==> config.mk <==
export PLATFORM = sky130hd
export DESIGN_NAME = pst_top
export DESIGN_NICKNAME = d
export VERILOG_FILES = /design/src/verilog/pst_gate_seq.v /design/src/verilog/pst_top.v
export VERILOG_INCLUDE_DIRS = /design/src /design/src/verilog
export SDC_FILE = /design/constraint.sdc
export NUM_CORES = 1
export LEC_CHECK = 0
export BUFFER_PORTS_ARGS = -buffer_cell sky130_fd_sc_hd__buf_2
export CAP_MARGIN = 10
export CORE_AREA = 2 2 266 268
export DETAILED_ROUTE_END_ITERATION = 16
export DIE_AREA = 0 0 268 270
export PLACE_DENSITY = 0.6
export SYNTH_ARGS = -nofsm -noshare
export SYNTH_HDL_FRONTEND = slang
export SYNTH_SLANG_ARGS = --single-unit
==> constraint.sdc <==
create_clock -name ref_clk_i -period 3.42 [get_ports ref_clk_i]
set_input_delay 0.342 -clock ref_clk_i [delete_from_list [all_inputs] [get_ports ref_clk_i]]
set_output_delay 0.342 -clock ref_clk_i [all_outputs]
set_load 0.05 [all_outputs]
==> src/verilog/pst_consts.vh <==
// Constants shared by the panel scan and tear-sync logic
`ifndef PST_CONSTS_VH
`define PST_CONSTS_VH

// Command codes seen on the command port
`define PST_CMD_TEAR_OFF      8'h34
`define PST_CMD_TEAR_ON       8'h35
// Parameter bit of the enable command that picks mode two
`define PST_PARAM_MODE_BIT    0

// Panel geometry
`define PST_LINES             320
`define PST_LAST_LINE         9'h13F
`define PST_HALF_LINES        9'h0A0

// Clock and timing figures
`define PST_CLK_PERIOD_NS     20
`define PST_TVDH_MIN_US       1000
`define PST_THDH_MAX_US       500
// Least vertical high time, rounded up to whole cycles
`define PST_VBLANK_CYC  ((`PST_TVDH_MIN_US*1000+`PST_CLK_PERIOD_NS-1)/`PST_CLK_PERIOD_NS)
// Longest horizontal high time, rounded down to whole cycles
`define PST_HBLANK_MAX_CYC    ((`PST_THDH_MAX_US*1000)/`PST_CLK_PERIOD_NS)
// Chosen line phases in cycles
`define PST_HBLANK_CYC        16'h01F4
`define PST_ACTIVE_CYC        16'h079B
`define PST_FRONT_CYC         16'h0064

// Reset values
`define PST_RST_TEAR_EN       1'b0
`define PST_RST_TEAR_MODE     1'b0

`endif

==> src/verilog/pst_gate_seq.v <==
// Gate line order generator: maps scan step to physical gate line
`timescale 1ns/1ps
`include "pst_consts.vh"

module pst_gate_seq
(
  input  wire       ref_clk_i,      // System clock
  input  wire       rst_i,          // Synchronous reset, active high
  input  wire       frame_start_i,  // Pulse: restart order, latch mode bits
  input  wire       step_i,         // Pulse: advance to next line
  input  wire       reverse_i,      // Scan reverse control
  input  wire       interlace_i,    // Interlace control
  output reg  [8:0] line_idx_o      // Gate index 0..319 (G1..G320)
);

  reg       rev;          // Reverse bit held for the frame
  reg       ilace;        // Interlace bit held for the frame
  reg [8:0] step;         // Scan step within the frame
  reg [8:0] next_idx;     // Index for the next step
  reg [8:0] next_step;    // Step after advance
  reg [8:0] half_ofs;     // Step within the second half
  reg       next_rev;
  reg       next_ilace;

  ////////////////////////////////////////////////////////////////////
  // Step bookkeeping; mode bits change only at frame start so a
  // field never mixes two orders
  always @*
  begin
    next_rev   = rev;
    next_ilace = ilace;
    next_step  = step;
    if (frame_start_i)
    begin
      next_rev   = reverse_i;
      next_ilace = interlace_i;
      next_step  = 9'h000;
    end
    else if (step_i && step != `PST_LAST_LINE)
      next_step = step + 9'h001;
    half_ofs = next_step - `PST_HALF_LINES;
    // Map step to index
    if (!next_ilace)
      next_idx = next_rev ? (`PST_LAST_LINE - next_step) : next_step;
    else if (!next_rev)
      next_idx = (next_step < `PST_HALF_LINES) ? {next_step[7:0], 1'b0}
                                                : {half_ofs[7:0], 1'b1};
    else
      next_idx = (next_step < `PST_HALF_LINES)
                 ? (`PST_LAST_LINE - {next_step[7:0], 1'b0})
                 : (`PST_LAST_LINE - {half_ofs[7:0], 1'b1});
  end

  ////////////////////////////////////////////////////////////////////
  // Registers
  always @(posedge ref_clk_i)
  begin
    if (rst_i)
    begin
      rev        <= 1'b0;
      ilace      <= 1'b0;
      step       <= 9'h000;
      line_idx_o <= 9'h000;
    end
    else
    begin
      rev        <= next_rev;
      ilace      <= next_ilace;
      step       <= next_step;
      line_idx_o <= next_idx;
    end
  end

endmodule

==> src/verilog/pst_top.v <==
// Panel scan timing with gate line drive and tear-sync output
`timescale 1ns/1ps
`include "pst_consts.vh"

module pst_top
#(
  // Vertical blank length in cycles; shorten for simulation only
  parameter [15:0] VBLANK_CYC = `PST_VBLANK_CYC
)
(
  input  wire         ref_clk_i,               // 50 MHz system clock
  input  wire         rst_i,                   // Synchronous reset, high
  input  wire         cmd_strobe_i,            // Pulse: command valid
  input  wire [7:0]   cmd_code_i,              // Command code
  input  wire [7:0]   cmd_param_i,             // Parameter with the code
  input  wire         gate_scan_reverse_i,     // Scan direction reverse
  input  wire         gate_interlace_select_i, // Interlaced scan select
  output reg          tear_sync_out_o,         // Tear-sync to host
  output reg          tear_enable_o,           // Tear output enabled
  output reg          tear_mode_o,             // 0: V only, 1: V and H
  output reg          vblank_o,                // Panel in vertical blank
  output reg  [8:0]   scan_line_o,             // Gate index being driven
  output reg  [319:0] gate_on_level_o,         // High: gate at on level
  output reg  [319:0] gate_off_level_o         // High: gate at off level
);

  ////////////////////////////////////////////////////////////////////
  // Timing constants

  // Horizontal blank phase; kept well under the longest allowed
  localparam [15:0] HBLANK_CYC = `PST_HBLANK_CYC;
  // Ceiling on the horizontal phase, checked by the chosen figure
  localparam [15:0] HBLANK_MAX = `PST_HBLANK_MAX_CYC;
  // Active refresh phase of one line
  localparam [15:0] ACTIVE_CYC = `PST_ACTIVE_CYC;
  // Short low gap between the last line and vertical blank
  localparam [15:0] FRONT_CYC  = `PST_FRONT_CYC;
  // Hblank actually used, never above the ceiling
  localparam [15:0] HBL_USE    = (HBLANK_CYC > HBLANK_MAX) ? HBLANK_MAX
                                                           : HBLANK_CYC;

  ////////////////////////////////////////////////////////////////////
  // Scan states
  localparam [1:0] ST_VBLANK = 2'b00;  // Panel not refreshed
  localparam [1:0] ST_ACTIVE = 2'b01;  // One line refreshed from memory
  localparam [1:0] ST_HBLANK = 2'b10;  // Between two lines
  localparam [1:0] ST_FRONT  = 2'b11;  // Gap before vertical blank

  ////////////////////////////////////////////////////////////////////
  // Declarations

  reg  [1:0]  state;          // Current scan state
  reg  [1:0]  next_state;     // Next scan state
  reg  [15:0] cyc;            // Cycles spent in the state
  reg  [15:0] next_cyc;       // Next cycle count
  reg  [8:0]  lines;          // Lines refreshed this frame
  reg  [8:0]  next_lines;     // Next line count
  reg         frame_start;    // Pulse into the order generator
  reg         step;           // Pulse: move to next gate line
  reg         next_en;        // Next tear enable
  reg         next_mode;      // Next tear mode
  reg         next_tear;      // Next tear output level
  reg         gate_live;      // A gate line is being driven next cycle
  wire [8:0]  line_idx;       // Gate index from the order generator

  ////////////////////////////////////////////////////////////////////
  // Gate order generator
  pst_gate_seq u_seq
  (
    .ref_clk_i     (ref_clk_i),
    .rst_i         (rst_i),
    .frame_start_i (frame_start),
    .step_i        (step),
    .reverse_i     (gate_scan_reverse_i),
    .interlace_i   (gate_interlace_select_i),
    .line_idx_o    (line_idx)
  );

  ////////////////////////////////////////////////////////////////////
  // Command decode: enable, disable and mode select
  always @*
  begin
    next_en   = tear_enable_o;
    next_mode = tear_mode_o;
    if (cmd_strobe_i)
    begin
      case (cmd_code_i)
        `PST_CMD_TEAR_OFF:
        begin
          // Mode is left as is; only the output goes quiet
          next_en = 1'b0;
        end
        `PST_CMD_TEAR_ON:
        begin
          next_en   = 1'b1;
          next_mode = cmd_param_i[`PST_PARAM_MODE_BIT];
        end
        default:
        begin
          // Other codes belong to other blocks
          next_en   = tear_enable_o;
          next_mode = tear_mode_o;
        end
      endcase
    end
  end

  ////////////////////////////////////////////////////////////////////
  // Scan sequencer: vblank, then 320 lines of active and hblank
  always @*
  begin
    next_state  = state;
    next_cyc    = cyc + 16'h0001;
    next_lines  = lines;
    frame_start = 1'b0;
    step        = 1'b0;
    case (state)
      ST_VBLANK:
      begin
        // Held for at least the least vertical high time
        if (cyc >= VBLANK_CYC - 16'h0001)
        begin
          next_state  = ST_ACTIVE;
          next_cyc    = 16'h0000;
          next_lines  = 9'h000;
          frame_start = 1'b1;
        end
      end
      ST_ACTIVE:
      begin
        if (cyc == ACTIVE_CYC - 16'h0001)
        begin
          next_state = ST_HBLANK;
          next_cyc   = 16'h0000;
        end
      end
      ST_HBLANK:
      begin
        // Every line ends in one hblank, so a field holds 320 of them
        if (cyc == HBL_USE - 16'h0001)
        begin
          next_cyc = 16'h0000;
          if (lines == `PST_LAST_LINE)
            next_state = ST_FRONT;
          else
          begin
            next_state = ST_ACTIVE;
            next_lines = lines + 9'h001;
            step       = 1'b1;
          end
        end
      end
      ST_FRONT:
      begin
        // Low gap keeps the last hblank apart from the vertical pulse
        if (cyc == FRONT_CYC - 16'h0001)
        begin
          next_state = ST_VBLANK;
          next_cyc   = 16'h0000;
        end
      end
      default:
      begin
        next_state = ST_VBLANK;
        next_cyc   = 16'h0000;
      end
    endcase
  end

  ////////////////////////////////////////////////////////////////////
  // Tear output level for the next cycle
  always @*
  begin
    gate_live = (next_state == ST_ACTIVE);
    if (!next_en)
      next_tear = 1'b0;
    else if (next_state == ST_VBLANK)
      next_tear = 1'b1;
    else if (next_state == ST_HBLANK)
      next_tear = next_mode;
    else
      next_tear = 1'b0;
  end

  ////////////////////////////////////////////////////////////////////
  // Control registers and sequencer state
  always @(posedge ref_clk_i)
  begin
    if (rst_i)
    begin
      state           <= ST_VBLANK;
      cyc             <= 16'h0000;
      lines           <= 9'h000;
      tear_enable_o   <= `PST_RST_TEAR_EN;
      tear_mode_o     <= `PST_RST_TEAR_MODE;
      tear_sync_out_o <= 1'b0;
      vblank_o        <= 1'b1;
      scan_line_o     <= 9'h000;
    end
    else
    begin
      state           <= next_state;
      cyc             <= next_cyc;
      lines           <= next_lines;
      tear_enable_o   <= next_en;
      tear_mode_o     <= next_mode;
      tear_sync_out_o <= next_tear;
      vblank_o        <= (next_state == ST_VBLANK);
      scan_line_o     <= line_idx;
    end
  end

  ////////////////////////////////////////////////////////////////////
  // Gate drive: exactly one line at the on level during active
  // refresh, all lines off otherwise. The order generator index is
  // already valid when the active phase begins, since it is updated
  // on the same edge that enters the state.
  genvar k;
  generate
    for (k = 0; k < `PST_LINES; k = k + 1)
    begin : g_gate
      localparam [8:0] IDX = k;
      always @(posedge ref_clk_i)
      begin
        if (rst_i)
        begin
          gate_on_level_o[k]  <= 1'b0;
          gate_off_level_o[k] <= 1'b1;
        end
        else
        begin
          gate_on_level_o[k]  <= (state == ST_ACTIVE) && (line_idx == IDX);
          gate_off_level_o[k] <= !((state == ST_ACTIVE) && (line_idx == IDX));
        end
      end
    end
  endgenerate

  // The host side uses tear_sync_out_o to pace its memory writes;
  // nothing here waits on it.

endmodule

After elaboration in Yosys (flattened, before gate mapping)
Index checks and enable logic that the tools add are counted.
{"block": "totals", "elab_cells": 1677, "out_inout_bits": 653, "reg_bits": 700, "in_bits": 21}
{"block": "op_classes", "order_cmp": 2, "n_reduce_logical": 647, "add_sub_neg": 7, "n_mux": 35, "n_eq_ne": 333, "n_bitwise": 1}
{"cell": "equality test 9 x 8 -> 1 bit, second input constant", "count": 128}
{"cell": "equality test 9 bit, second input constant", "count": 65}
{"cell": "equality test 9 x 7 -> 1 bit, second input constant", "count": 64}
{"cell": "logical AND 1 bit", "count": 321}
{"cell": "logical NOT 1 bit", "count": 320}
{"cell": "equality test 9 x 6 -> 1 bit, second input constant", "count": 32}
{"cell": "equality test 9 x 5 -> 1 bit, second input constant", "count": 16}
{"cell": "two-way mux 9 bit", "count": 10}
{"cell": "equality test 9 x 4 -> 1 bit, second input constant", "count": 8}
{"cell": "two-way mux 16 bit", "count": 4}
{"cell": "case mux 16 bit (4 select lines)", "count": 1}
{"cell": "equality test 9 x 3 -> 1 bit, second input constant", "count": 4}
{"cell": "subtractor 9 bit, first input constant", "count": 3}
{"cell": "adder 9 x 1 -> 9 bit, second input constant", "count": 2}
{"cell": "equality test 9 x 2 -> 1 bit, second input constant", "count": 2}
{"cell": "case mux 9 bit (2 select lines)", "count": 1}
{"cell": "adder 16 x 1 -> 16 bit, second input constant", "count": 1}
{"cell": "equality test 16 x 11 -> 1 bit, second input constant", "count": 1}
{"cell": "equality test 16 x 7 -> 1 bit, second input constant", "count": 1}
{"cell": "equality test 16 x 9 -> 1 bit, second input constant", "count": 1}
{"cell": "equality test 8 x 6 -> 1 bit, second input constant", "count": 2}
{"cell": ">= comparator 16 bit, second input constant", "count": 1}
{"cell": "two-way mux 1 bit", "count": 12}
{"cell": "two-way mux 2 bit", "count": 5}
{"cell": "15 further kinds", "count": 20}

Longest topological paths before layout
Gate-level depths: netlist of run 1.
{"block": "logic_depth", "depth_word": 12, "depth_mapped": 17, "mapped_depth_nobuf": 16}

Cells and area by module
From an unflattened synthesis of run 1, not the netlist that was laid out.
{"block": "unflattened", "hier_cells": 1760, "area_unflattened_um2": 18958.2}
{"module": "pst_top", "seq_area_each_um2": 13613.1, "area_per_inst_um2": 17817.1, "n_inst": 1, "cells_each": 1632}
{"module": "pst_gate_seq", "seq_area_each_um2": 400.4, "area_per_inst_um2": 1141.1, "n_inst": 1, "cells_each": 128}

Worst setup path after synthesis of run 1
OpenSTA, ideal clock, no wires.
{"block": "synth_path", "kind": "register -> register", "start": "register u_seq.step[0]", "end": "register u_seq.line_idx_o[8]", "t_arrival_ps": 3410, "stages_incl_launch_ff": 17, "t_required_ps": 3360, "path_slack_ps": -49, "period_less_slack_ps": 3469, "setup_time_ps": 60, "path_buffers": 1, "path_cell_list": "dfxtp_1 -> ha_1 -> nand3_1 -> or4b_1 -> and4_1 -> buf_2 -> a21boi_1 -> o21ai_2 -> ha_1 -> nor2_1 -> a41oi_1 -> a311oi_1 -> a21oi_2 -> ha_1 -> a2111o_1 -> o2111ai_1 -> and3b_1"}
{"block": "synth_between", "elab_chain_cells": 9, "word_cells_on_any_way": 15, "cone_classes": "5 x add/sub; 1 x order compare; 1 x eq/ne; 7 x mux; 1 x reduce/logical"}
{"item": "from (decl)", "line": "pst_gate_seq.v:18", "source": "reg [8:0] step;"}
{"item": "from (signal assigned)", "line": "pst_gate_seq.v:69", "source": "step <= next_step;"}
{"item": "parallel branches: the longest is 2 deep, another holds adder 9 x 1 -> 9 bit"}
{"item": "two-way mux 9 bit (*)", "line": "pst_gate_seq.v:39", "source": "else if (step_i && step != `PST_LAST_LINE)"}
{"item": "two-way mux 9 bit (*)", "line": "pst_gate_seq.v:33", "source": "if (frame_start_i)"}
{"item": "subtractor 8 bit (no source line)"}
{"item": "subtractor 9 bit (no source line)"}
{"item": "two-way mux 9 bit", "line": "pst_gate_seq.v:49", "source": "next_idx = (next_step < `PST_HALF_LINES)"}
{"item": "two-way mux 9 bit", "line": "pst_gate_seq.v:45", "source": "else if (!next_rev)"}
{"item": "two-way mux 9 bit (*)", "line": "pst_gate_seq.v:43", "source": "if (!next_ilace)"}
{"item": "to (signal assigned)", "line": "pst_gate_seq.v:70", "source": "line_idx_o <= next_idx;"}
{"item": "to (decl)", "line": "pst_gate_seq.v:13", "source": "output reg [8:0] line_idx_o"}
Every way passes the cells marked *.
A chain may end at the register's enable or synchronous reset.

Worst setup path in the final report of run 1
Same ends and word-level chain as after synthesis.

==> impl_metrics.json, run 1 <==
{
  "status": "completed",
  "met2_usage": 0.281,
  "finalPower_w": 0.0165,
  "synth_commonest_cells": "700 x dfxtp_1, 353 x nand2_1, 331 x inv_1",
  "cts-buffers-inserted": 73,
  "max_cap_violations": 0,
  "antenna_found_initial": 0,
  "yosys-top-cells-area": "dfxtp_1 74%, nand2_1 7.0%, inv_1 6.6%",
  "instances_no_fill": 3536,
  "synth_nets": 1801,
  "cts-root-buf": "clkbuf_16",
  "grt_pass1_vias": 13744,
  "synth_top_area_share": 0.743,
  "ys_async_sr_fraction": 0,
  "critPathLaunch": "u_seq.step[0]",
  "dieArea_um2": 72400,
  "wire_per_inst_um": 17.9,
  "grt_max_degree": 27,
  "cp_slowest_cell": "or4b_4",
  "ios": 674,
  "r2r_setup_slack_ns": 0.15,
  "grt_pass1_wl_mm": 89.2,
  "path_buf_inv": 0,
  "period_needed_ns": 3.27,
  "yosysWarnings": 0,
  "critPathArrivalTime_ns": 3.76,
  "totalWireLength_mm": 63.2,
  "gp_congestion": 0.838,
  "start_kind": "register",
  "powerDensity_nw_per_um2": 622,
  "area_growth_pct": 40.9,
  "synth_top_flop_cell": "dfxtp_1",
  "r2r-start": "u_seq.step[0]",
  "hp-start": "cmd_code_i[0]",
  "die_w_um": 268,
  "busiest_layer": "met2",
  "drc": 0,
  "path_class": "reg -> reg",
  "ir_drop_mv": 0.431,
  "cts_tree": "done",
  "path_cells": "ha_4 -> nand3_2 -> or4b_4 -> and4_4 -> and3b_1 -> o21ai_2 -> ha_4 -> nor2_4 -> a41oi_2 -> a311oi_2 -> a21oi_2 -> ha_2 -> o2111ai_1 -> a211oi_1 -> and3b_1",
  "synth_cell_types": 61,
  "end_kind": "register",
  "synth_edf_count": 0,
  "via_per_inst": 3.96,
  "max-slew-margin-rel": 0.321,
  "required_ns": 3.91,
  "synth_seq_cells": 700,
  "finClkSkew_ns": 0.0251,
  "cts.sinks": 700,
  "drt_first_pass_iters": 5,
  "seq_area_frac_synth": 0.743,
  "hp-class": "in -> reg",
  "initial_core_util": 0.271,
  "portBuffers": 666,
  "rows": 97,
  "yosysMostFrequentCell": "dfxtp_1",
  "grt_usage": 0.168,
  "fin_util": 0.382,
  "tns_ns": 0,
  "fmax_mhz": 306,
  "core-area_um2": 69500,
  "clock_latency_ns": 0.62,
  "ant_nets": 0,
  "drive_above_1_share": 0.360,
  "htreeDepth": 3,
  "drv_slew": 0,
  "fin_nets": 2567,
  "use_met3": 0.0435,
  "dr_total_vias": 14005,
  "ctsLongestPathBuffers": 3,
  "synth_area_leader_cell": "dfxtp_1",
  "tightest_slew_ns": 1.01,
  "met1_usage": 0.208,
  "syn_area_um2": 18900,
  "drt_iter0_drc": 866,
  "path_clk_slew_ns": 0.05,
  "dp_hpwl_mm": 46.5,
  "syn_avg_cell_area_um2": 10.6,
  "crit_family": "simple AND/OR/NAND/NOR gates",
  "synthCells": 1773,
  "worst_path_largest_cell_delay_ns": 0.52,
  "finalCritPeriodShare": 0.957,
  "rsz0062_at_grt": "true",
  "setup_viol": 0,
  "dp.cells": 3398,
  "die_h_um": 270,
  "hold_viol": 0,
  "power_leakage_nw": 14.1,
  "gr-total-overflow": 0,
  "crit_fanout": 4
}
==> cells in the final DEF (no fill, tap or decap), types with 9 or more instances in the layout <==
cell / count
nand3_1: 23
a21oi_1: 11
nor2_2: 23
nand2b_1: 15
bufinv_16: 9
xnor2_1: 12
mux2i_1: 10
nor2b_1: 20
clkbuf_1: 14
dfxtp_1: 695
and3_1: 9
inv_1: 330
clkbuf_8: 14
nor3_1: 13
buf_4: 84
nor2_1: 75
clkbuf_16: 74
nand4_1: 15
nand2_1: 353
buf_2: 666
xor2_1: 15
==> stage by stage <==
step,cell area (µm²),setup WS (ns),hold slack [ns]
final,26600,0.147,0.0923
after global routing,26600,-0.0225,0.0943
after CTS,26400,0.000103,0.0568
after detailed placement,23800,-0.0489,0.476
after global placement,23800,-0.0110,0.460
after floorplan,18900,0.00928,0.441
==> per-layer routing <==
metal,part of all wire,vias to the layer above
met1,0.42,6508
met3,0.070,134
met4,0.034,0
li1,-,6822
met5,0,-
met2,0.47,541
==> layout make-up <==
type / count / area (µm²)
Antenna cell: 2 / 5.00
Clock buffer: 102 / 2100
Clock inverter: 28 / 487
Fill cell: 6892 / 43000
Inverter: 331 / 1240
Multi-Input combinational cell: 682 / 3580
Sequential cell: 700 / 14000
Tap cell: 940 / 1180
Timing Repair Buffer: 751 / 3970
==> path summary, 6_finish.rpt <==
path | endpoint | cells after the start
worst min-delay path | tear_enable_o | 3
worst min register to register | cyc[0] | 1
worst max-delay path | u_seq.line_idx_o[8] | 15
worst max register to register | u_seq.line_idx_o[8] | 15
==> where the power goes <==
group	leakage, nW	internal [W]	switching [W]
clock	1.25	0.00502	0.00330
sequential	5.65	0.00816	0.00000359
combinational	7.17	0.0000149	0.0000218
==> repair_timing <==
item / in CTS / in global routing
endpoints found under the setup margin: 1 / 2
resized for setup: 2 / 25
hold endpoints to repair: 1 / 0
setup buffers: 1 / 4
hold buffers: 1 / 0
pin swaps: 2 / 13
==> sequential cells by signal (all words and copies together), names as in the netlist, 2 cells and up <==
signal,count
scan_line_o,9
lines,9
gate_on_level_o,320
u_seq.line_idx_o,9
gate_off_level_o,320
state,2
u_seq.step,9
cyc,16
==> cell families after synthesis <==
kind of cell               after synthesis  synth area share
muxes                                   12           0.00644
xor gates and xnor gates                28            0.0130
AOI/OAI and AO/OA                       49            0.0204
DFF                                    700             0.743
and+or+nand+nor                        586             0.134
adders and majority gates                7           0.00464
buffers and inverters                  391            0.0785
==> tightest hold or removal path, delay by kind of cell <==
family / cells / cell delay (ns)
compound gates: 1 / 0.10
buf+inv: 1 / 0.10
simple gates: 1 / 0.09
Power figures use the tool's default switching activity.
==> inputs of run 2 (changes only) <==
CORE_AREA = 2 2 263 265   (was 2 2 266 268)
DIE_AREA = 0 0 265 267   (was 0 0 268 270)
PLACE_DENSITY = 0.59   (was 0.6)
SLEW_MARGIN = 20   (was not set)
clock period = 3.1 ns   (was 3.42 ns; I/O delays follow)
==> run 2 against run 1 <==
Compared with the run above:
- the run now ends with setup timing left
- critical endpoint unchanged
- hold slack lost 0.020 ns
- core utilization grew 1.0 points
- critical path type unchanged
- worst setup slack lost 0.24 ns
- routed wire length grew 0.78%
- largest cell class unchanged
- clock power grew 3.4%
==> impl_metrics.json, run 2 (same netlist as run 1, synthesis figures left out) <==
{
  "cts-root-buf": "clkbuf_16",
  "via_per_inst": 4.01,
  "drive_above_1_share": 0.369,
  "powerDensity_nw_per_um2": 662,
  "hp-class": "in -> reg",
  "violations": "setup timing",
  "fin_util": 0.392,
  "finalCritPeriodShare": 1.03,
  "hold_viol": 0,
  "rsz0062_at_grt": "true",
  "top_regs": "gate_off_level_o (320), gate_on_level_o (320), cyc (16)",
  "fmax_mhz": 313,
  "dieArea_um2": 70800,
  "ir_drop_mv": 0.625,
  "r2r-start": "u_seq.step[0]",
  "rows": 96,
  "grt_usage": 0.171,
  "grt_max_degree": 27,
  "n_fill_cell": 6677,
  "htreeDepth": 3,
  "status": "finished with violations",
  "min_to": "tear_enable_o",
  "seqCellArea_um2": 14000,
  "drt_iter0_drc": 710,
  "fin_nets": 2605,
  "drc": 0,
  "critPathArrivalTime_ns": 3.69,
  "drv_slew": 0,
  "cts_tree": "done",
  "required_ns": 3.60,
  "ctsLongestPathBuffers": 3,
  "final_common_cell": "dfxtp_1",
  "totalWireLength_mm": 63.7,
  "wire_per_inst_um": 18.1,
  "end_kind": "register",
  "drt_first_pass_iters": 5,
  "cts.sinks": 700,
  "dr_total_vias": 14085,
  "antenna_found_initial": 1,
  "start_kind": "register",
  "hp-start": "cmd_code_i[0]",
  "reg2regPathDepth": 16,
  "path_clk_slew_ns": 0.06,
  "min_delay_path_depth": 3,
  "mostFrequentLayoutCells": "695 x dfxtp_1, 666 x buf_2, 353 x nand2_1",
  "dp.cells": 3374,
  "power_leakage_nw": 14.2,
  "gr-total-overflow": 0,
  "instances_no_fill": 3511,
  "initial_core_util": 0.277,
  "r2r-end": "u_seq.line_idx_o[8]",
  "core-area_um2": 68000,
  "multi_input_area_um2": 3610,
  "gp_congestion": 0.818,
  "r2r_setup_slack_ns": -0.1,
  "grt_pass1_wl_mm": 88.7,
  "finClkSkew_ns": 0.0219,
  "ant_nets": 0,
  "area_growth_pct": 41.4,
  "max_cap_violations": 0,
  "period_needed_ns": 3.20,
  "ios": 674,
  "die_h_um": 267,
  "max-slew-margin-rel": 0.387,
  "grt_pass1_vias": 13518,
  "die_w_um": 265,
  "dp_hpwl_mm": 46.8,
  "path_class": "reg -> reg",
  "cts-buffers-inserted": 70,
  "portBuffers": 666,
  "clock_latency_ns": 0.61,
  "setup_viol": 1,
  "finalWorstSetupSlack_ns": -0.0953,
  "crit_fanout": 4,
  "tightest_slew_ns": 0.913
}
run 2: cell types whose count changed in the layout (fill, tap and decap cells not counted), moves of 2 or more:
cell       previous run  this run
buf_12                0         3
inv_16                1         3
clkinv_8              3         1
clkbuf_16            74        72
a21oi_1              11         9
clkbuf_8             14        17
buf_4                84       122
clkinv_16             2         0
bufinv_16             9         4
run 2: final cells by class:
class	instances	area share
multi-input cells	682	0.135
flip-flops and latches	700	0.526
clock inverters	20	0.0104
well taps	882	0.0414
diodes	1	0.0000938
inverters	331	0.0466
clock buffers	103	0.0783
repair buffers	792	0.162
run 2: where the power goes:
group | switching [W] | internal, W | total [W] | leakage, nW
logic | 0.0000280 | 0.0000228 | 0.0000508 | 7.41
clock network | 0.00355 | 0.00505 | 0.00860 | 1.16
registers | 0.00000213 | 0.00900 | 0.00900 | 5.65
total | 0.00358 | 0.0141 | 0.0176 | 14.2
run 2: what timing repair did:
item / in CTS / in global routing
gates resized for setup: 14 / 6
hold buffers: 1 / 0
pin swaps: 13 / 1
setup endpoints to repair: 2 / 2
endpoints found under the hold margin: 1 / 0
setup buffers: 10 / 2
run 2: worst max-delay path by stage:
stage / start / endpoint / slack, ns / depth (start not counted)
2_1_floorplan: lines[1] / u_seq.line_idx_o[8] / -0.17 / 16
3_3_place_gp: cyc[13] / u_seq.line_idx_o[8] / -0.20 / 15
3_5_place_dp: cyc[13] / u_seq.line_idx_o[8] / -0.17 / 15
4_1_cts: u_seq.step[0] / u_seq.line_idx_o[8] / -0.03 / 15
5_1_grt: lines[1] / u_seq.line_idx_o[8] / -0.24 / 17
6_report: u_seq.step[0] / u_seq.line_idx_o[8] / -0.1 / 16
run 2: metrics by stage:
step           power [W]  hold slack (ns)  setup TNS, ns  setup slack (ns)  area, µm²
6_report          0.0176           0.0720        -0.0953           -0.0953      26700
5_1_grt           0.0182           0.0634         -0.331            -0.236      26700
4_1_cts           0.0178           0.0407        -0.0309           -0.0309      26600
3_5_place_dp     0.00925            0.501         -0.206            -0.173      24100
3_3_place_gp     0.00925            0.511         -0.274            -0.204      24100
2_1_floorplan    0.00922            0.441         -0.225            -0.167      18900
run 2: layer usage:
layer	global-route usage	wire length, µm	share of wire	up-vias
li1	-	-	-	6905
met1	0.210	26800	0.42	6557
met2	0.285	30400	0.48	502
met3	0.0487	4380	0.069	121
met4	0.0657	2120	0.033	0
met5	0	0	0	-
run 2: critical path, stage by stage (launching register included):
cell	delay (ns)
dfxtp_2	0.35
ha_4	0.14
nand3_2	0.09
or4b_4	0.50
and4_4	0.22
a21boi_2	0.14
o21ai_2	0.11
ha_4	0.20
inv_2	0.07
nand3_2	0.09
a311oi_4	0.35
a21oi_4	0.07
ha_4	0.17
buf_4	0.13
a32oi_1	0.17
o2111ai_1	0.12
and3b_1	0.17
==> inputs of run 3 (changes only) <==
GPL_ROUTABILITY_DRIVEN = 1   (was not set)
HOLD_SLACK_MARGIN = 0.08   (was not set)
PLACE_DENSITY = 0.5   (was 0.59)
==> run 3 against run 2 <==
Compared with the run above:
- the flow still finishes with violations (setup timing)
- non-clock buffer count decreased by 7
- worst setup slack improved by 0.0042 ns
- fmax increased by 0.13%
- routed wire length increased by 1.9%
- register-to-register slack about the same
- hold slack improved by 0.089 ns
- critical path depth decreased by 1
- via count increased by 0.41%
- largest power group is now the clock network
- clock power increased by 11%
- first-iteration DRC count increased by 9.7%
==> impl_metrics.json, run 3 (same netlist as run 1, synthesis figures left out) <==
{
  "grt_pass1_vias": 14086,
  "ctsLongestPathBuffers": 3,
  "status": "finished with violations",
  "dr_total_vias": 14143,
  "wl_met2_mm": 31.7,
  "p_int_w": 0.0150,
  "top_regs": "gate_off_level_o (320), gate_on_level_o (320), cyc (16)",
  "mostFrequentLayoutCells": "696 x dfxtp_1, 666 x buf_2, 353 x nand2_1",
  "instances_no_fill": 3509,
  "clock_latency_ns": 0.61,
  "ant_nets": 0,
  "switching_share": 0.195,
  "cts.sinks": 700,
  "antenna_cells": 0,
  "end_kind": "register",
  "drt_first_pass_iters": 4,
  "dpl-instance-area_um2": 24000,
  "violations": "setup timing",
  "fin_util": 0.395,
  "grt_pass1_wl_mm": 92.0,
  "gr-total-overflow": 0,
  "cpMostUsedCell": "ha_4",
  "path_cells": "ha_4 -> nand3_2 -> or4b_4 -> and4_4 -> and3b_1 -> o21ai_2 -> ha_4 -> nor2_1 -> a41oi_2 -> a311oi_2 -> a21oi_2 -> ha_4 -> o2111ai_1 -> a211oi_1 -> and3b_1",
  "crit_fanout": 4,
  "final_common_cell": "dfxtp_1",
  "cts-buffers-inserted": 72,
  "r2r-start": "u_seq.step[1]",
  "ir_drop_mv": 0.450,
  "critPathLaunch": "u_seq.step[1]",
  "ios": 674,
  "hp-class": "in -> reg",
  "path_clk_slew_ns": 0.06,
  "hp-start": "cmd_code_i[3]",
  "n_fill_cell": 6739,
  "portBuffers": 666,
  "finalWorstSetupSlack_ns": -0.0911,
  "rsz0062_at_grt": "true",
  "drt_iter0_drc": 779,
  "drive_above_1_share": 0.369,
  "gp_congestion": 0.845,
  "grt_usage": 0.176,
  "grt_max_degree": 27,
  "worst_path_largest_cell_delay_ns": 0.56,
  "htreeDepth": 3,
  "start_kind": "register",
  "p_sw_w": 0.00364,
  "powerDensity_nw_per_um2": 693,
  "sequentialPowerShare": 0.483,
  "antenna_found_initial": 0,
  "critPathArrivalTime_ns": 3.66,
  "core-area_um2": 68000,
  "multi_input_area_um2": 3580,
  "max-slew-margin-rel": 0.349,
  "p_clk_frac": 0.514,
  "finalCritPeriodShare": 1.03,
  "cts-root-buf": "clkbuf_16",
  "wl_met3_mm": 3.99,
  "tightest_slew_ns": 0.970,
  "die_w_um": 265,
  "totalWireLength_mm": 64.9,
  "dieArea_um2": 70800,
  "crit_family": "simple AND/OR/NAND/NOR gates",
  "die_h_um": 267,
  "cp_slowest_cell": "or4b_4",
  "dp_hpwl_mm": 48.3,
  "drc": 0,
  "power_leakage_nw": 14.3,
  "drt-met1-wl_mm": 27.6,
  "fmax_mhz": 313,
  "area_growth_pct": 42.4,
  "finClkSkew_ns": 0.0320,
  "period_needed_ns": 3.19,
  "hold_viol": 0,
  "fin_area_um2": 26900,
  "wire_per_inst_um": 18.5,
  "rows": 96,
  "cts_tree": "done",
  "top_layer": "met4",
  "initial_core_util": 0.277,
  "required_ns": 3.57,
  "seqCellArea_um2": 14000,
  "path_class": "reg -> reg",
  "drv_slew": 0,
  "fin_nets": 2600,
  "setup_viol": 2,
  "path_buf_inv": 0,
  "dp.cells": 3364,
  "combinationalPowerShare": 0.003,
  "max_cap_violations": 0,
  "via_per_inst": 4.03
}
run 3: changes by cell type in the layout (fill, tap and decap cells not counted), moves of 3 or more:
cell	previous run	this run
bufinv_16	4	16
buf_4	122	116
clkbuf_8	17	11
clkbuf_1	14	9
buf_12	3	0
clkinv_2	6	9
nor2_1	76	79
run 3: worst min-delay path: stages:
cell and delay (ns):
buf_2 0.08, nor3_1 0.05, nand3_1 0.11, a21oi_1 0.12
run 3: per-layer routing:
metal | global-route usage | vias to the layer above
met3 | 0.0451 | 114
li1 | - | 6908
met4 | 0.0585 | 0
met1 | 0.218 | 6669
met5 | 0 | -
met2 | 0.297 | 452
run 3: timing repair:
action	in CTS	in global routing
pin swaps	13	2
gates resized for setup	13	4
hold buffers	2	0
hold endpoints to repair	3	0
endpoints found under the setup margin	2	2
buffers inserted	11	3
run 3: final timing paths:
kind	cells past startpoint	slack (ns)	end
setup / recovery	15	-0.09	u_seq.line_idx_o[8]
hold / removal	4	0.16	tear_enable_o
hold reg to reg	1	0.52	scan_line_o[8]
setup reg to reg	15	-0.09	u_seq.line_idx_o[8]
run 3: layout make-up:
cell class,count,share of cell area
repair buffers,785,0.158
clock inverters,36,0.0246
clock buffers,93,0.0749
multi-input cells,682,0.133
flip-flops and latches,700,0.522
well taps,882,0.0411
inverters,331,0.0464
run 3: metrics by stage:
stage	setup TNS (ns)	power (W)	setup WS, ns	hold slack, ns
global route	-0.351	0.0192	-0.209	0.156
detailed placement	-0.273	0.00925	-0.200	0.520
CTS	-0.0678	0.0188	-0.0678	0.104
global placement	-0.254	0.00925	-0.186	0.519
floorplan	-0.225	0.00922	-0.167	0.441
finish	-0.119	0.0186	-0.0911	0.161
run 3: power by group through the flow:
stage,Sequential [W],Clock (W),Combinational (W)
finish,0.00900,0.00957,0.0000500
global route,0.00899,0.0101,0.0000551
CTS,0.00900,0.00980,0.0000499
detailed placement,0.00920,0,0.0000475
global placement,0.00920,0,0.0000469
floorplan,0.00920,0,0.0000212
